<file path="config.mk">
export PLATFORM = sky130hd
export DESIGN_NAME = operand_address_mode_decoder
export DESIGN_NICKNAME = d
export VERILOG_FILES = /design/src/addr_mode_pkg.sv /design/src/operand_address_mode_decoder.sv
export SDC_FILE = /design/constraint.sdc
export NUM_CORES = 1
export LEC_CHECK = 0
export BUFFER_PORTS_ARGS = -buffer_cell sky130_fd_sc_hd__buf_2
export CORE_AREA = 2 2 253 255
export CTS_CLUSTER_DIAMETER = 200
export DETAILED_ROUTE_END_ITERATION = 7
export DIE_AREA = 0 0 255 257
export GPL_ROUTABILITY_DRIVEN = 1
export PLACE_DENSITY = 0.62
export SETUP_SLACK_MARGIN = 0.4
export SLEW_MARGIN = 20
export SYNTH_ARGS = -nofsm -noshare
export SYNTH_HDL_FRONTEND = slang
export SYNTH_SLANG_ARGS = --single-unit
</file>
<file path="constraint.sdc">
create_clock -name mclk -period 6.8 [get_ports mclk]
set_input_delay 0.34 -clock mclk [delete_from_list [all_inputs] [get_ports mclk]]
set_output_delay 0.34 -clock mclk [all_outputs]
set_load 0.01 [all_outputs]
</file>
<file path="src/addr_mode_pkg.sv">
// constants and types for the operand address mode decoder
// Summary of operation
// RULE1 - codes 00000-00111 select general register 0-7 as operand, no address
// RULE2 - slave-processor instructions select auxiliary register bank instead
// RULE3 - codes 01000-01111 give displacement plus general register 0-7
// RULE4 - memory space modes add displacement to PC, SP, SB or FP
// RULE5 - 10000-10010 fetch pointer at disp1 plus FP/SP/SB, add disp2
// RULE6 - stack pointer references use the status-selected stack pointer
// RULE7 - stack select bit 0 picks stack pointer zero, 1 picks one
// RULE8 - code 10011 is reserved and never decoded as valid
// RULE9 - code 10100 takes operand from prefetch queue, no address
// RULE10 - software never uses immediate mode for written operands
// RULE11 - absolute mode address is the displacement itself
// RULE12 - external mode fetches link table pointer then adds displacement
// RULE13 - code 10110 external: disp1 is entry number, disp2 added
// RULE14 - top of stack addresses at stack pointer, pop on read, push on write
// RULE15 - scaled index allowed on any base except immediate or scaled index; the code also refuses register bases 0-7
// RULE16 - scaled index adds general register times 1, 2, 4 or 8
// RULE17 - word displacement is signed, -8192 through +8191
// RULE18 - double word displacement reaches whole address space
// RULE19 - length from top bits, rest signed, most significant byte first
// RULE20 - effective addresses wrap within 24 bits, carries dropped
package addr_mode_pkg;
   localparam int ADDR_WIDTH = 24;
   localparam logic [4:0] MODE_REG_LAST   = 5'h07;
   localparam logic [4:0] MODE_MEM_FP_REL = 5'h10;
   localparam logic [4:0] MODE_MEM_SP_REL = 5'h11;
   localparam logic [4:0] MODE_MEM_SB_REL = 5'h12;
   localparam logic [4:0] MODE_RESERVED   = 5'h13;
   localparam logic [4:0] MODE_IMMEDIATE  = 5'h14;
   localparam logic [4:0] MODE_ABSOLUTE   = 5'h15;
   localparam logic [4:0] MODE_LINK_TABLE = 5'h16;
   localparam logic [4:0] MODE_TOP_STACK  = 5'h17;
   localparam logic [4:0] MODE_FRAME_MEM  = 5'h18;
   localparam logic [4:0] MODE_STACK_MEM  = 5'h19;
   localparam logic [4:0] MODE_STATIC_MEM = 5'h1a;
   localparam logic [4:0] MODE_PROGRAM_MEM = 5'h1b;
   localparam logic [4:0] MODE_INDEX_BYTE = 5'h1c;
   localparam int LINK_ENTRY_SHIFT = 2;    // link entries are 4 bytes
   localparam int STACK_SELECT_BIT = 9;    // status bit choosing stack one
   localparam logic [31:0] STACK_STEP_RESET = 32'h0;

   // operand kind reported with each result
   typedef enum logic [2:0] {
      KIND_REGISTER  = 3'b000,
      KIND_AUX_REG   = 3'b001,
      KIND_IMMEDIATE = 3'b010,
      KIND_MEMORY    = 3'b011,
      KIND_RESERVED  = 3'b100
   } operand_kind_type;

   // decode request
   typedef struct packed {
      logic [4:0]  mode;        // general mode field
      logic [7:0]  indexByte;   // mode[7:3] base, [2:0] index register
      logic [31:0] disp1;       // raw displacement fields, msb first
      logic [31:0] disp2;
      logic        auxBank;     // slave instruction uses auxiliary bank
      logic        isWrite;     // operand will be written
      logic [1:0]  accessBytes; // log2 of operand size
   } decode_req_type;

   // decoder answer
   typedef struct packed {
      operand_kind_type      kind;
      logic [2:0]            regIndex;
      logic [ADDR_WIDTH-1:0] address;
      logic                  stackPush;
      logic                  stackPop;
      logic                  badMode;
   } decode_rsp_type;

   // decode a displacement field: value and length in bytes
   function automatic logic [31:0] disp_value(input logic [31:0] raw);
      logic [31:0] v;
      v = 32'h0;
      if (!raw[31])
         v = {{25{raw[30]}}, raw[30:24]};              // byte
      else if (!raw[30])
         v = {{18{raw[29]}}, raw[29:16]};              // word
      else
         v = {{2{raw[29]}}, raw[29:0]};                // double word
      return v;
   endfunction

   function automatic logic [2:0] disp_length(input logic [31:0] raw);
      logic [2:0] n;
      n = 3'h4;
      if (!raw[31])
         n = 3'h1;
      else if (!raw[30])
         n = 3'h2;
      return n;
   endfunction
endpackage

</file>
<file path="src/operand_address_mode_decoder.sv">
// operand addressing mode decoder with pointer fetch sequencing
`timescale 1ns/1ps
module operand_address_mode_decoder
   import addr_mode_pkg::*;
(
   input  wire logic                  mclk,
   input  wire logic                  reset_n,
   // request handshake and the instruction fields
   input  wire logic                  reqValid,
   output logic                       reqReady,
   input  wire decode_req_type        req,
   // register file, dedicated pointers and status word
   input  wire logic [255:0]          generalRegs,
   input  wire logic [31:0]           programCounter,
   input  wire logic [31:0]           stack_pointer_zero,
   input  wire logic [31:0]           stack_pointer_one,
   input  wire logic [31:0]           static_base_pointer,
   input  wire logic [31:0]           frame_base_pointer,
   input  wire logic [31:0]           linkTableBase,
   input  wire logic [15:0]           processor_status_word,
   // pointer fetch from memory
   output logic                       memReadValid,
   output logic [ADDR_WIDTH-1:0]      memReadAddress,
   input  wire logic                  memReadDone,
   input  wire logic [31:0]           memReadData,
   // registered answer
   output logic                       rspValid,
   output decode_rsp_type             rsp
);
   // req is copied into held at the take, so the requester may move on;
   // the register and pointer inputs must stay put until rspValid
   // without a pointer fetch the answer comes three cycles after the take
   // with a fetch it comes two cycles after memReadDone
   // memReadValid rises only for modes that really read a pointer

   // sizes and encodings the slicing below depends on
   if (ADDR_WIDTH < 1 || ADDR_WIDTH > 32) begin : g_addr_width_check
      $error("address width must lie between 1 and 32");
   end
   if (STACK_SELECT_BIT > 15) begin : g_stack_bit_check
      $error("stack select bit lies outside the status word");
   end
   if (LINK_ENTRY_SHIFT > 3) begin : g_link_shift_check
      $error("link table entries wider than eight bytes");
   end
   if (MODE_INDEX_BYTE[1:0] != 2'b00) begin : g_index_code_check
      $error("scale factor is taken from the two low mode bits");
   end

   typedef enum logic [1:0] {
      IDLE  = 2'b00,
      FETCH = 2'b01,
      DONE  = 2'b10
   } state_type;

   state_type      state;
   decode_req_type held;
   logic [31:0]    pointer;
   state_type      next_state;

   // one 32-bit general register out of the flat register bus
   function automatic logic [31:0] reg_word(input logic [255:0] regs,
                                            input logic [2:0]   n);
      return regs[n*32 +: 32];
   endfunction

   // base mode: index byte mode when scaled, else gen field
   wire logic       scaled    = held.mode >= MODE_INDEX_BYTE;
   wire logic [4:0] baseMode  = scaled ? held.indexByte[7:3] : held.mode;
   wire logic [1:0] scalePow  = held.mode[1:0];
   wire logic [2:0] indexReg  = held.indexByte[2:0];

   // displacements arrive top-aligned with the length code on top
   wire logic [31:0] d1       = disp_value(held.disp1); // RULE17 RULE18 RULE19
   wire logic [31:0] d2       = disp_value(held.disp2); // RULE19

   // status word picks the stack for every stack reference
   wire logic       useSpOne  = processor_status_word[STACK_SELECT_BIT];
   wire logic [31:0] stackPtr = useSpOne ? stack_pointer_one
                                         : stack_pointer_zero; // RULE6 RULE7

   // general register reads for the base and the index
   wire logic [2:0] baseReg   = baseMode[2:0];
   wire logic [31:0] baseRegVal = reg_word(generalRegs, baseReg);
   wire logic [31:0] idxVal   = reg_word(generalRegs, indexReg);

   // named strobes for the single-code modes
   wire logic isReservedCode = baseMode == MODE_RESERVED;
   wire logic isImmediate    = baseMode == MODE_IMMEDIATE;
   wire logic isTopStack     = baseMode == MODE_TOP_STACK;
   wire logic isLinkMode     = baseMode == MODE_LINK_TABLE;

   // scaled index on immediate or another index is illegal
   wire logic badScale = scaled && (isImmediate ||
                         baseMode >= MODE_INDEX_BYTE);      // RULE15
   wire logic isRegMode = baseMode <= MODE_REG_LAST;
   wire logic isMemRel  = baseMode >= MODE_MEM_FP_REL &&
                          baseMode <= MODE_MEM_SB_REL;
   // a register base has no address to add an index to
   wire logic badRegScale = isRegMode && scaled;
   // only memory relative and link table modes read a pointer
   wire logic needFetch = (isMemRel || isLinkMode) && !badScale;

   // a push lands one operand size below the current stack pointer
   wire logic [31:0] stackStep   = 32'h1 << held.accessBytes;
   // index contribution, zero when no index byte is present
   wire logic [31:0] indexOffset = scaled ? (idxVal << scalePow) : 32'h0;

   // address of the pointer to fetch
   logic [31:0] fetchAddr;
   always_comb begin
      unique case (baseMode)
         MODE_MEM_FP_REL: fetchAddr = d1 + frame_base_pointer; // RULE5
         MODE_MEM_SP_REL: fetchAddr = d1 + stackPtr;           // RULE5
         MODE_MEM_SB_REL: fetchAddr = d1 + static_base_pointer; // RULE5
         // link entries are numbered, so scale the number to bytes
         default: fetchAddr = linkTableBase +
                             (d1 << LINK_ENTRY_SHIFT);         // RULE12 RULE13
      endcase
   end

   // base effective address for the non-register modes
   logic [31:0] baseEa;
   always_comb begin
      baseEa = 32'h0;
      // register relative first; fetched modes add to the pointer
      if (baseMode[4:3] == 2'b01)
         baseEa = d1 + baseRegVal;                             // RULE3
      else if (isMemRel || isLinkMode)
         baseEa = pointer + d2;                                // RULE5 RULE12
      else if (baseMode == MODE_ABSOLUTE)
         baseEa = d1;                                          // RULE11
      else if (isTopStack)
         baseEa = held.isWrite ? stackPtr - stackStep
                               : stackPtr;                     // RULE14
      else if (baseMode == MODE_FRAME_MEM)
         baseEa = d1 + frame_base_pointer;                     // RULE4
      else if (baseMode == MODE_STACK_MEM)
         baseEa = d1 + stackPtr;                               // RULE4 RULE6
      else if (baseMode == MODE_STATIC_MEM)
         baseEa = d1 + static_base_pointer;                    // RULE4
      else if (baseMode == MODE_PROGRAM_MEM)
         baseEa = d1 + programCounter;                         // RULE4
   end

   wire logic [31:0] fullEa = baseEa + indexOffset;            // RULE16

   // result assembled from the held request
   decode_rsp_type next_rsp;
   always_comb begin
      next_rsp           = '0;
      next_rsp.address   = fullEa[ADDR_WIDTH-1:0];              // RULE20
      next_rsp.kind      = KIND_MEMORY;
      next_rsp.regIndex  = baseReg;
      // bad scale and reserved code refused first, then the operand kinds with the register base refusal
      if (badScale || isReservedCode) begin
         next_rsp.kind    = KIND_RESERVED;                      // RULE8
         next_rsp.badMode = 1'b1;
         next_rsp.address = '0;
      end else if (isRegMode && !scaled) begin
         next_rsp.kind    = held.auxBank ? KIND_AUX_REG
                                         : KIND_REGISTER;       // RULE1 RULE2
         next_rsp.address = '0;
      end else if (badRegScale) begin
         next_rsp.kind    = KIND_RESERVED;                      // RULE15
         next_rsp.badMode = 1'b1;
         next_rsp.address = '0;
      end else if (isImmediate) begin
         next_rsp.kind    = KIND_IMMEDIATE;                     // RULE9
         next_rsp.address = '0;
      end else if (isTopStack) begin
         next_rsp.stackPush = held.isWrite;                     // RULE14
         next_rsp.stackPop  = !held.isWrite;
      end
   end

   // handshake outputs straight from the sequencer
   assign reqReady       = state == IDLE;
   assign memReadValid   = state == FETCH && needFetch;     // RULE1 RULE9
   assign memReadAddress = fetchAddr[ADDR_WIDTH-1:0];

   // next sequencer state; modes without a pointer pass FETCH in one cycle
   always_comb begin
      next_state = state;
      unique case (state)
         IDLE:  if (reqValid)
                   next_state = FETCH;
         FETCH: if (!needFetch || memReadDone)
                   next_state = DONE;
         DONE:  next_state = IDLE;
      endcase
   end

   // request capture and sequencing
   // held changes only at a take, so the decode stays steady
   always_ff @(posedge mclk or negedge reset_n) begin
      if (!reset_n) begin
         state <= IDLE;
         held  <= '0;
      end else begin
         state <= next_state;
         if (reqReady && reqValid)
            held <= req;
      end
   end

   // fetched pointer and registered answer
   // pointer loads whenever memReadDone is seen in FETCH
   // rsp keeps its value between answers for a slow consumer
   always_ff @(posedge mclk or negedge reset_n) begin
      if (!reset_n) begin
         pointer  <= 32'h0;
         rspValid <= 1'b0;
         rsp      <= '0;
      end else begin
         if (state == FETCH && memReadDone)
            pointer <= memReadData;
         rspValid <= state == DONE;
         if (state == DONE)
            rsp <= next_rsp;
      end
   end
endmodule

</file>
# Word-level counts from Yosys, hierarchy flattened
# Index checks and enable logic that the tools add are counted.
[classes] n_addsub=9 n_reduce_logical=18 shifts=4 mux=36 n_lt_le_gt_ge=5 eq_ne=17
[op_table] cell="$mux W24" count=19
[op_table] cell="$shiftx A256 B9 Y24" count=1
[op_table] cell="$shiftx A256 B9 Y32" count=1
[op_table] cell="$add A24 B24 Y24" count=8
[op_table] cell="$pmux W24 S3" count=1
[op_table] cell="$eq A5 B5 Y1 const B" count=12
[op_table] cell="$shl A32 B2 Y24" count=1
[op_table] cell="$shl A1 B2 Y24 const A" count=1
[op_table] cell="$sub A24 B24 Y24" count=1
[op_table] cell="$ge A5 B5 Y1 const B" count=3
[op_table] cell="$mux W2" count=6
[op_table] cell="$mux W3" count=4
[op_table] cell="$logic_and A1 B1 Y1" count=8
[op_table] cell="$pmux W2 S3" count=1
[op_table] cell="$le A5 B3 Y1 const B" count=1
[op_table] cell="$le A5 B5 Y1 const B" count=1
[op_table] cell="$mux W5" count=1
[op_table] cell="$eq A2 B1 Y1 const B" count=2
[op_table] cell="$logic_not A1 Y1" count=4
[op_table] cell="$logic_or A1 B1 Y1" count=4
[op_table] cell="$mux W1" count=4
[op_table] cell="$ne A2 B2 Y1 const B" count=2
[op_table] cell="$eq A2 B2 Y1 const B" count=1
[op_table] cell="$logic_not A2 Y1" count=1
[op_table] cell="$reduce_and A2 Y1" count=1
[word_totals] output_inout_bits=60 wordCells=105 register_bits=141

# Depth between registers and ports, before layout
# Gate-level depths: netlist of run 1.
[depth] word_depth=16 ltp_mapped=32 mapped_depth_nobuf=28

# Worst setup path before layout of run 1
# OpenSTA, ideal clock, no wires.
[synth_timing] path_kind="reg-to-reg" startpoint="reg held[78] (netlist name)" endpoint="reg rsp[20] (netlist name)" stages_incl_launch_ff=31 synth_period_minus_slack_ns=6.255 setup_ns=0.121 t_arrival_ns=6.134 slack_ns=0.545 required_time_ns=6.679 cell_sequence="dfrtp_1 -> buf_2 -> and3_1 -> buf_2 -> mux2_2 -> buf_2 -> buf_1 -> buf_1 -> mux4_2 -> nand2_1 -> nand2_1 -> ha_1 -> or3_4 -> o2111ai_1 -> o211ai_2 -> o21ai_0 -> nand2b_1 -> xnor2_1 -> nor2_1 -> a311o_1 -> ha_1 -> and3_1 -> a221oi_1 -> o22ai_1 -> a211o_1 -> a21o_1 -> a21o_1 -> a21o_1 -> a21oi_1 -> xnor2_1 -> a22o_1"
[synth_between] elab_chain_cells=16 elab_cells_between_ends=40 classes_between="add/sub: 2; order compare: 5; eq/ne: 10; shift: 1; mux: 14; reduce/logical: 8"
[synth_rtl] element="from (decl)" line_no="operand_address_mode_decoder.sv:57" text="decode_req_type held;"
[synth_rtl] element="from (signal assigned)" line_no="operand_address_mode_decoder.sv:203" text="held <= req;"
[synth_rtl] element="parallel branches: the longest is 15 deep, another holds $add A24 B24 Y24"
[synth_rtl] element="$mux W24 *" line_no="operand_address_mode_decoder.sv:156" text="if (badScale || isReservedCode) begin"
[synth_rtl] element="to (signal assigned)" line_no="operand_address_mode_decoder.sv:220" text="rsp <= next_rsp;"
[synth_rtl] element="to (decl)" line_no="operand_address_mode_decoder.sv:28" text="output decode_rsp_type rsp"
# Mark *: on every way between the ends.
# A chain may end at the register's enable or synchronous reset.

# Worst setup path in the final report of run 1
[layout_timing] startpoint="reg held[79] (netlist name)" endpoint="reg rsp[20] (netlist name)"
# The elaborated chain is that of the path after synthesis.

==> flow_summary_export.csv, run 1 <==
group,metric,value,unit
route,ant_nets,0,
setup_path,critPathMostFrequentCell,"a21o_1",
synth,synth_edf_count,0,
sta,drv_slew,0,
synth,postSynth.asyncResetShare,100,%
cts,cts_tree,"yes",
die,fp.coreArea,0.0627,mm2
placement,place.detailed.hpwl,80300,um
sta,layout_worst_path_cycle_share,92.2,%
die,die_width,255,um
global_routing,grt_max_degree,77,
route,viasPerCell,5.78,
route,wl,96000,um
synth,synth_common_cells,"229 x nand2_1, 190 x ha_1, 183 x a21oi_1",
synth,synth_most_common_cell,"nand2_1",
synth,ys.warnings.count,0,
route,drc,0,
sta,tightest_slew,1.12,ns
die,io_pins,641,
cts,cts.sinks,140,
placement,port_buffers,505,
cts,cts_made_buffers,17,
layout,nets,3781,
sta,max_freq,160,MHz
layout,syn_to_final_growth,27.7,%
synth,yosysTopAreaCell,"dfrtp_1",
setup_path,slowest_delay,0.52,ns
route,wire_per_inst,24.8,um
min_path,hold_path_class,"in -> reg",
sta,skew,0.0122,ns
flow_run,drv_cap,0,
sta,grt_setup_unrepaired,"true",
setup_path,crit_type,"reg -> reg",
setup_path,rr_worst_depth,29,
route,first_iter_violations,2176,
global_routing,gr-usage-all-layers,28.0,%
outcome,status,"completed",
route,first_pass_iters,6,
min_path,min_delay_path_depth,2,
global_routing,grt_overflow_total,0,
global_routing,grt_pass1_wl,134000,um
synth,avgSynthCellArea,8.63,um2
synth,syn_nets,3199,
die,start_util,33.3,%
synth,syn-instance-count,2419,
sta,hold_violations,0,
synth,synth.area.top_cells,"dfrtp_1 17%, ha_1 11%, mux4_2 10%, mux2_2 8.1%, xnor2_1 4.7%",
setup_path,cp-end-kind,"register",
route,via_count,22400,
setup_path,critPathLaunchType,"register",
setup_path,crit_required,7.12,ns
cts,clk_path_buf_depth,2,
cts,insertion_delay,0.44,ns
cts,cts_root_buf,"clkbuf_16",
sta,min_period,6.27,ns
sta,tns,0,ns
synth,synth_top_area_share,16.8,%
die,die_h,257,um
die,core.rowCount,92,
sta,max-slew-margin-rel,25.1,%
cts,path_clk_slew,0.06,ns
setup_path,cp_slowest_cell,"mux4_2",
layout,drive_above_1_share,35.7,%
synth,yosysSeqAreaShare,16.8,%
synth,netlist_area,0.0209,mm2
sta,setup_viol,0,
synth,ys_ff_latch,140,
global_routing,grt_pass1_vias,21200,
synth,synth.distinct_cells,94,
setup_path,cp.arrival,6.59,ns
global_routing,antenna_found_initial,18,
die,dieArea,0.0655,mm2
cts,htreeDepth,4,
setup_path,crit_path_max_fanout,8,
synth,synth-main-ff-cell,"dfrtp_1",
placement,gp_congestion,1.03,
worst paths after layout:
path | to | start | slack, ns
worst max-delay path | rsp[20] | held[79] | 0.53
worst min-delay path | held[44] | req[44] | 0.13
worst max register to register | rsp[20] | held[79] | 0.53
worst min register to register | rsp[2] | rsp[2] | 0.49
max in group asynchronous | held[63] | reset_n | 4.96
min in group asynchronous | rspValid | reset_n | 0.49
layer usage:
layer / up-vias / share of wire, % / track usage [%]
li1: 10400 / - / -
met1: 10700 / 40 / 34.2
met2: 1106 / 47 / 46.1
met3: 193 / 8.7 / 6.68
met4: 8 / 4.9 / 13.5
met5: - / 0.059 / 0
kinds of logic (layout without fill, tap and decap cells):
kind of cell | Yosys count | in the layout | synth area share [%]
flip-flops | 140 | 140 | 16.8
buffers and inverters | 206 | 801 | 3.94
adder cells (fa/ha/maj) | 199 | 199 | 12.3
other | 0 | 16 | 0
XOR/XNOR | 174 | 174 | 7.30
AO/OA/AOI/OAI | 763 | 763 | 24.6
multiplexers | 296 | 296 | 20.8
AND/OR/NAND/NOR | 641 | 641 | 14.3
sequential cells by signal, summed over array words and instances, names as in the netlist:
register and cells:
held 81, rsp 32, pointer 24, state 2, rspValid 1
final cells by class:
| cell class | count | area (um2) |
|---|---|---|
| Fill cell | 6374 | 36100 |
| Multi-Input combinational cell | 2073 | 17100 |
| Timing Repair Buffer | 675 | 3950 |
| Sequential cell | 140 | 3510 |
| Tap cell | 846 | 1060 |
| Clock buffer | 19 | 443 |
| Inverter | 94 | 353 |
| Clock inverter | 13 | 179 |
| Antenna cell | 16 | 40.0 |
critical path: cells and delay by family (launching register included):
family                   cells  cell delay, ns
buffers and inverters        4            0.57
XOR/XNOR                     2            0.31
AO/OA/AOI/OAI               13            2.73
flip-flops                   1            0.38
multiplexers                 1            0.52
adder cells (fa/ha/maj)      2            0.43
AND/OR/NAND/NOR              7            1.20
stage by stage:
stage / instances / setup WS, ns / utilization [%] / cell area, um2 / hold WS (ns)
after floorplan: 2419 / 0.545 / - / 20900 / 0.0444
after global placement: 3799 / 0.0434 / 40.1 / 25100 / 0.405
after detailed placement: 3799 / 0.0772 / 40.1 / 25100 / 0.411
after CTS: 3836 / 0.414 / 41.3 / 25900 / 0.110
after global routing: 3872 / 0.297 / 42.4 / 26600 / 0.115
final: 3876 / 0.533 / 42.5 / 26600 / 0.127
cells in the final DEF, fill, tap and decap left out, types with 17 or more instances in the layout:
cell,instances
xnor2_1,109
buf_4,156
nand2_1,214
buf_2,504
a211oi_1,29
mux2i_1,49
o211ai_1,21
nand2b_1,25
o21a_1,57
mux2_2,150
o21bai_1,28
o21ai_0,124
a21o_1,68
ha_1,173
nor3_1,46
a31oi_1,36
dfrtp_1,138
and3_1,17
nand3_1,32
xor2_1,61
nor2_1,176
a22o_1,26
a21oi_1,173
clkbuf_16,18
mux4_2,94
inv_1,92
timing repair:
| item | CTS | global route |
|---|---|---|
| buffers inserted | 3 | 23 |
| endpoints found under the hold margin | 75 | 0 |
| pin swaps | 6 | 44 |
| hold buffers | 1 | 0 |
| gates resized for setup | 20 | 93 |
| setup endpoints to repair | 7 | 9 |
| cloned | 1 | 1 |
Power of run 1 is not shown: default switching activity piles up to over one toggle a cycle in this logic, so the estimate is an artifact.
==> run 2, diff against run 1 <==
--- a/config.mk
+++ b/config.mk
@@ -11,7 +11,7 @@
 export DETAILED_ROUTE_END_ITERATION = 7
 export DIE_AREA = 0 0 255 257
 export GPL_ROUTABILITY_DRIVEN = 1
-export PLACE_DENSITY = 0.62
+export GPL_TIMING_DRIVEN = 0
 export SETUP_SLACK_MARGIN = 0.4
 export SLEW_MARGIN = 20
 export SYNTH_ARGS = -nofsm -noshare
==> flow_summary_export.csv, run 2 (synthesis results as in run 1) <==
group,metric,value,unit
sta,tightest_slew,1.09,ns
cts,cts_made_buffers,17,
sta,max-slew-margin-rel,27.0,%
global_routing,antenna_found_initial,23,
outcome,status,"completed",
placement,pre_cts_ws,-1.65,ns
layout,final_cell_mix,"508 x buf_2, 212 x nand2_1, 174 x nor2_1, 168 x a21oi_1, 167 x ha_1",
sta,min_period,6.38,ns
die,core.rowCount,92,
setup_path,cp-end-kind,"register",
die,die_h,257,um
cts,cts_root_buf,"clkbuf_16",
global_routing,grt_max_degree,80,
cts,htreeDepth,4,
sta,max_freq,157,MHz
route,drc,0,
layout,final_util,43.0,%
min_path,worstHoldEndpoint,"held[28]",
sta,skew,0.0115,ns
cts,cts.sinks,140,
global_routing,gr-usage-all-layers,29.8,%
cts,cts_tree,"yes",
route,ant_nets,0,
setup_path,slowest_delay,0.47,ns
layout,instances_no_fill,3898,
layout,nets,3797,
setup_path,critPathTopFamily,"compound AO/OA/AOI/OAI gates",
setup_path,path_buf_inv,5,
cts,clk_path_buf_depth,2,
layout,drive_above_1_share,35.1,%
route,wl,102000,um
layout,top_regs,"held (81), rsp (32), pointer (24)",
die,fp.coreArea,0.0627,mm2
route,viasPerCell,5.93,
setup_path,crit_required,7.14,ns
min_path,hold_path_class,"in -> reg",
setup_path,reg2reg_to,"rsp[26]",
cts,path_clk_slew,0.06,ns
placement,gp_congestion,1.03,
layout,syn_to_final_growth,29.2,%
die,die_width,255,um
global_routing,grt_overflow_total,0,
setup_path,crit_type,"reg -> reg",
layout,layout_commonest_cell,"buf_2",
setup_path,rrSetupSlack,0.42,ns
sta,hold_violations,0,
route,first_pass_iters,8,
route,wire_per_inst,26.1,um
global_routing,grt_pass1_vias,22000,
route,via_count,23100,
setup_path,critPathMostFrequentCell,"nand2_1",
cts,insertion_delay,0.44,ns
setup_path,critPathLaunchType,"register",
flow_run,drv_cap,0,
die,start_util,33.3,%
route,first_iter_violations,2468,
die,io_pins,641,
setup_path,r2r-start,"held[80]",
placement,placed_cells,3777,
placement,place.detailed.hpwl,83500,um
setup_path,rr_worst_depth,28,
sta,fin_ws,0.424,ns
min_path,hp-start,"req[28]",
setup_path,cp_slowest_cell,"buf_1",
sta,setup_viol,0,
layout,top_register,"held",
setup_path,cp.arrival,6.72,ns
layout,largest_reg_flops,81,
die,dieArea,0.0655,mm2
setup_path,crit_start,"held[80]",
global_routing,grt_pass1_wl,143000,um
sta,tns,0,ns
sta,grt_setup_unrepaired,"true",
placement,port_buffers,505,
min_path,min_delay_path_depth,2,
sta,layout_worst_path_cycle_share,93.8,%
setup_path,crit_path_max_fanout,10,
sta,drv_slew,0,
[run 2: changes by cell type in the layout (fill, tap and decap cells not counted), sizes merged]
cell      delta
clkbuf      +71
diode        +7
clkinvlp     +1
inv          -4
clkinv       +5
buf         -56
bufinv       -2
[run 2: metal layers]
layer / routed length, um / global-route usage (%)
met5: 31 / 0
met4: 6070 / 14.7
met3: 10100 / 6.14
met2: 45600 / 47.8
met1: 40000 / 37.9
[run 2: worst max path at each step]
stage	depth (start not counted)	endpoint	slack, ns
floorplan	30	rsp[20]	0.54
CTS	28	rsp[26]	0.40
detailed placement	31	rsp[26]	-1.65
finish	28	rsp[26]	0.42
global placement	24	rsp[25]	-1.92
global route	32	rsp[26]	0.29
[run 2: what timing repair did]
action | 4_1_cts | 5_1_grt
cloned | 1 | 0
setup buffers | 47 | 18
endpoints found under the hold margin | 61 | 0
hold buffers | 1 | 0
pin swaps | 49 | 53
gates resized for setup | 182 | 80
endpoints found under the setup margin | 19 | 10
[run 2: layout make-up]
| class | instances | area [um2] |
|---|---|---|
| Fill cell | 6379 | 35800 |
| Multi-Input combinational cell | 2073 | 17500 |
| Timing Repair Buffer | 579 | 3210 |
| Antenna cell | 23 | 57.6 |
| Clock buffer | 18 | 429 |
| Buffer | 112 | 699 |
| Clock inverter | 13 | 119 |
| Sequential cell | 140 | 3500 |
| Tap cell | 846 | 1060 |
| Inverter | 94 | 357 |
[run 2: metrics by stage]
stage / hold slack, ns / area, um2
after floorplan: 0.0444 / 20900
after global placement: 0.467 / 24500
after detailed placement: 0.332 / 24600
after CTS: 0.104 / 26400
after global routing: 0.116 / 26900
final: 0.131 / 27000
Power of run 2 is left out for the same reason.
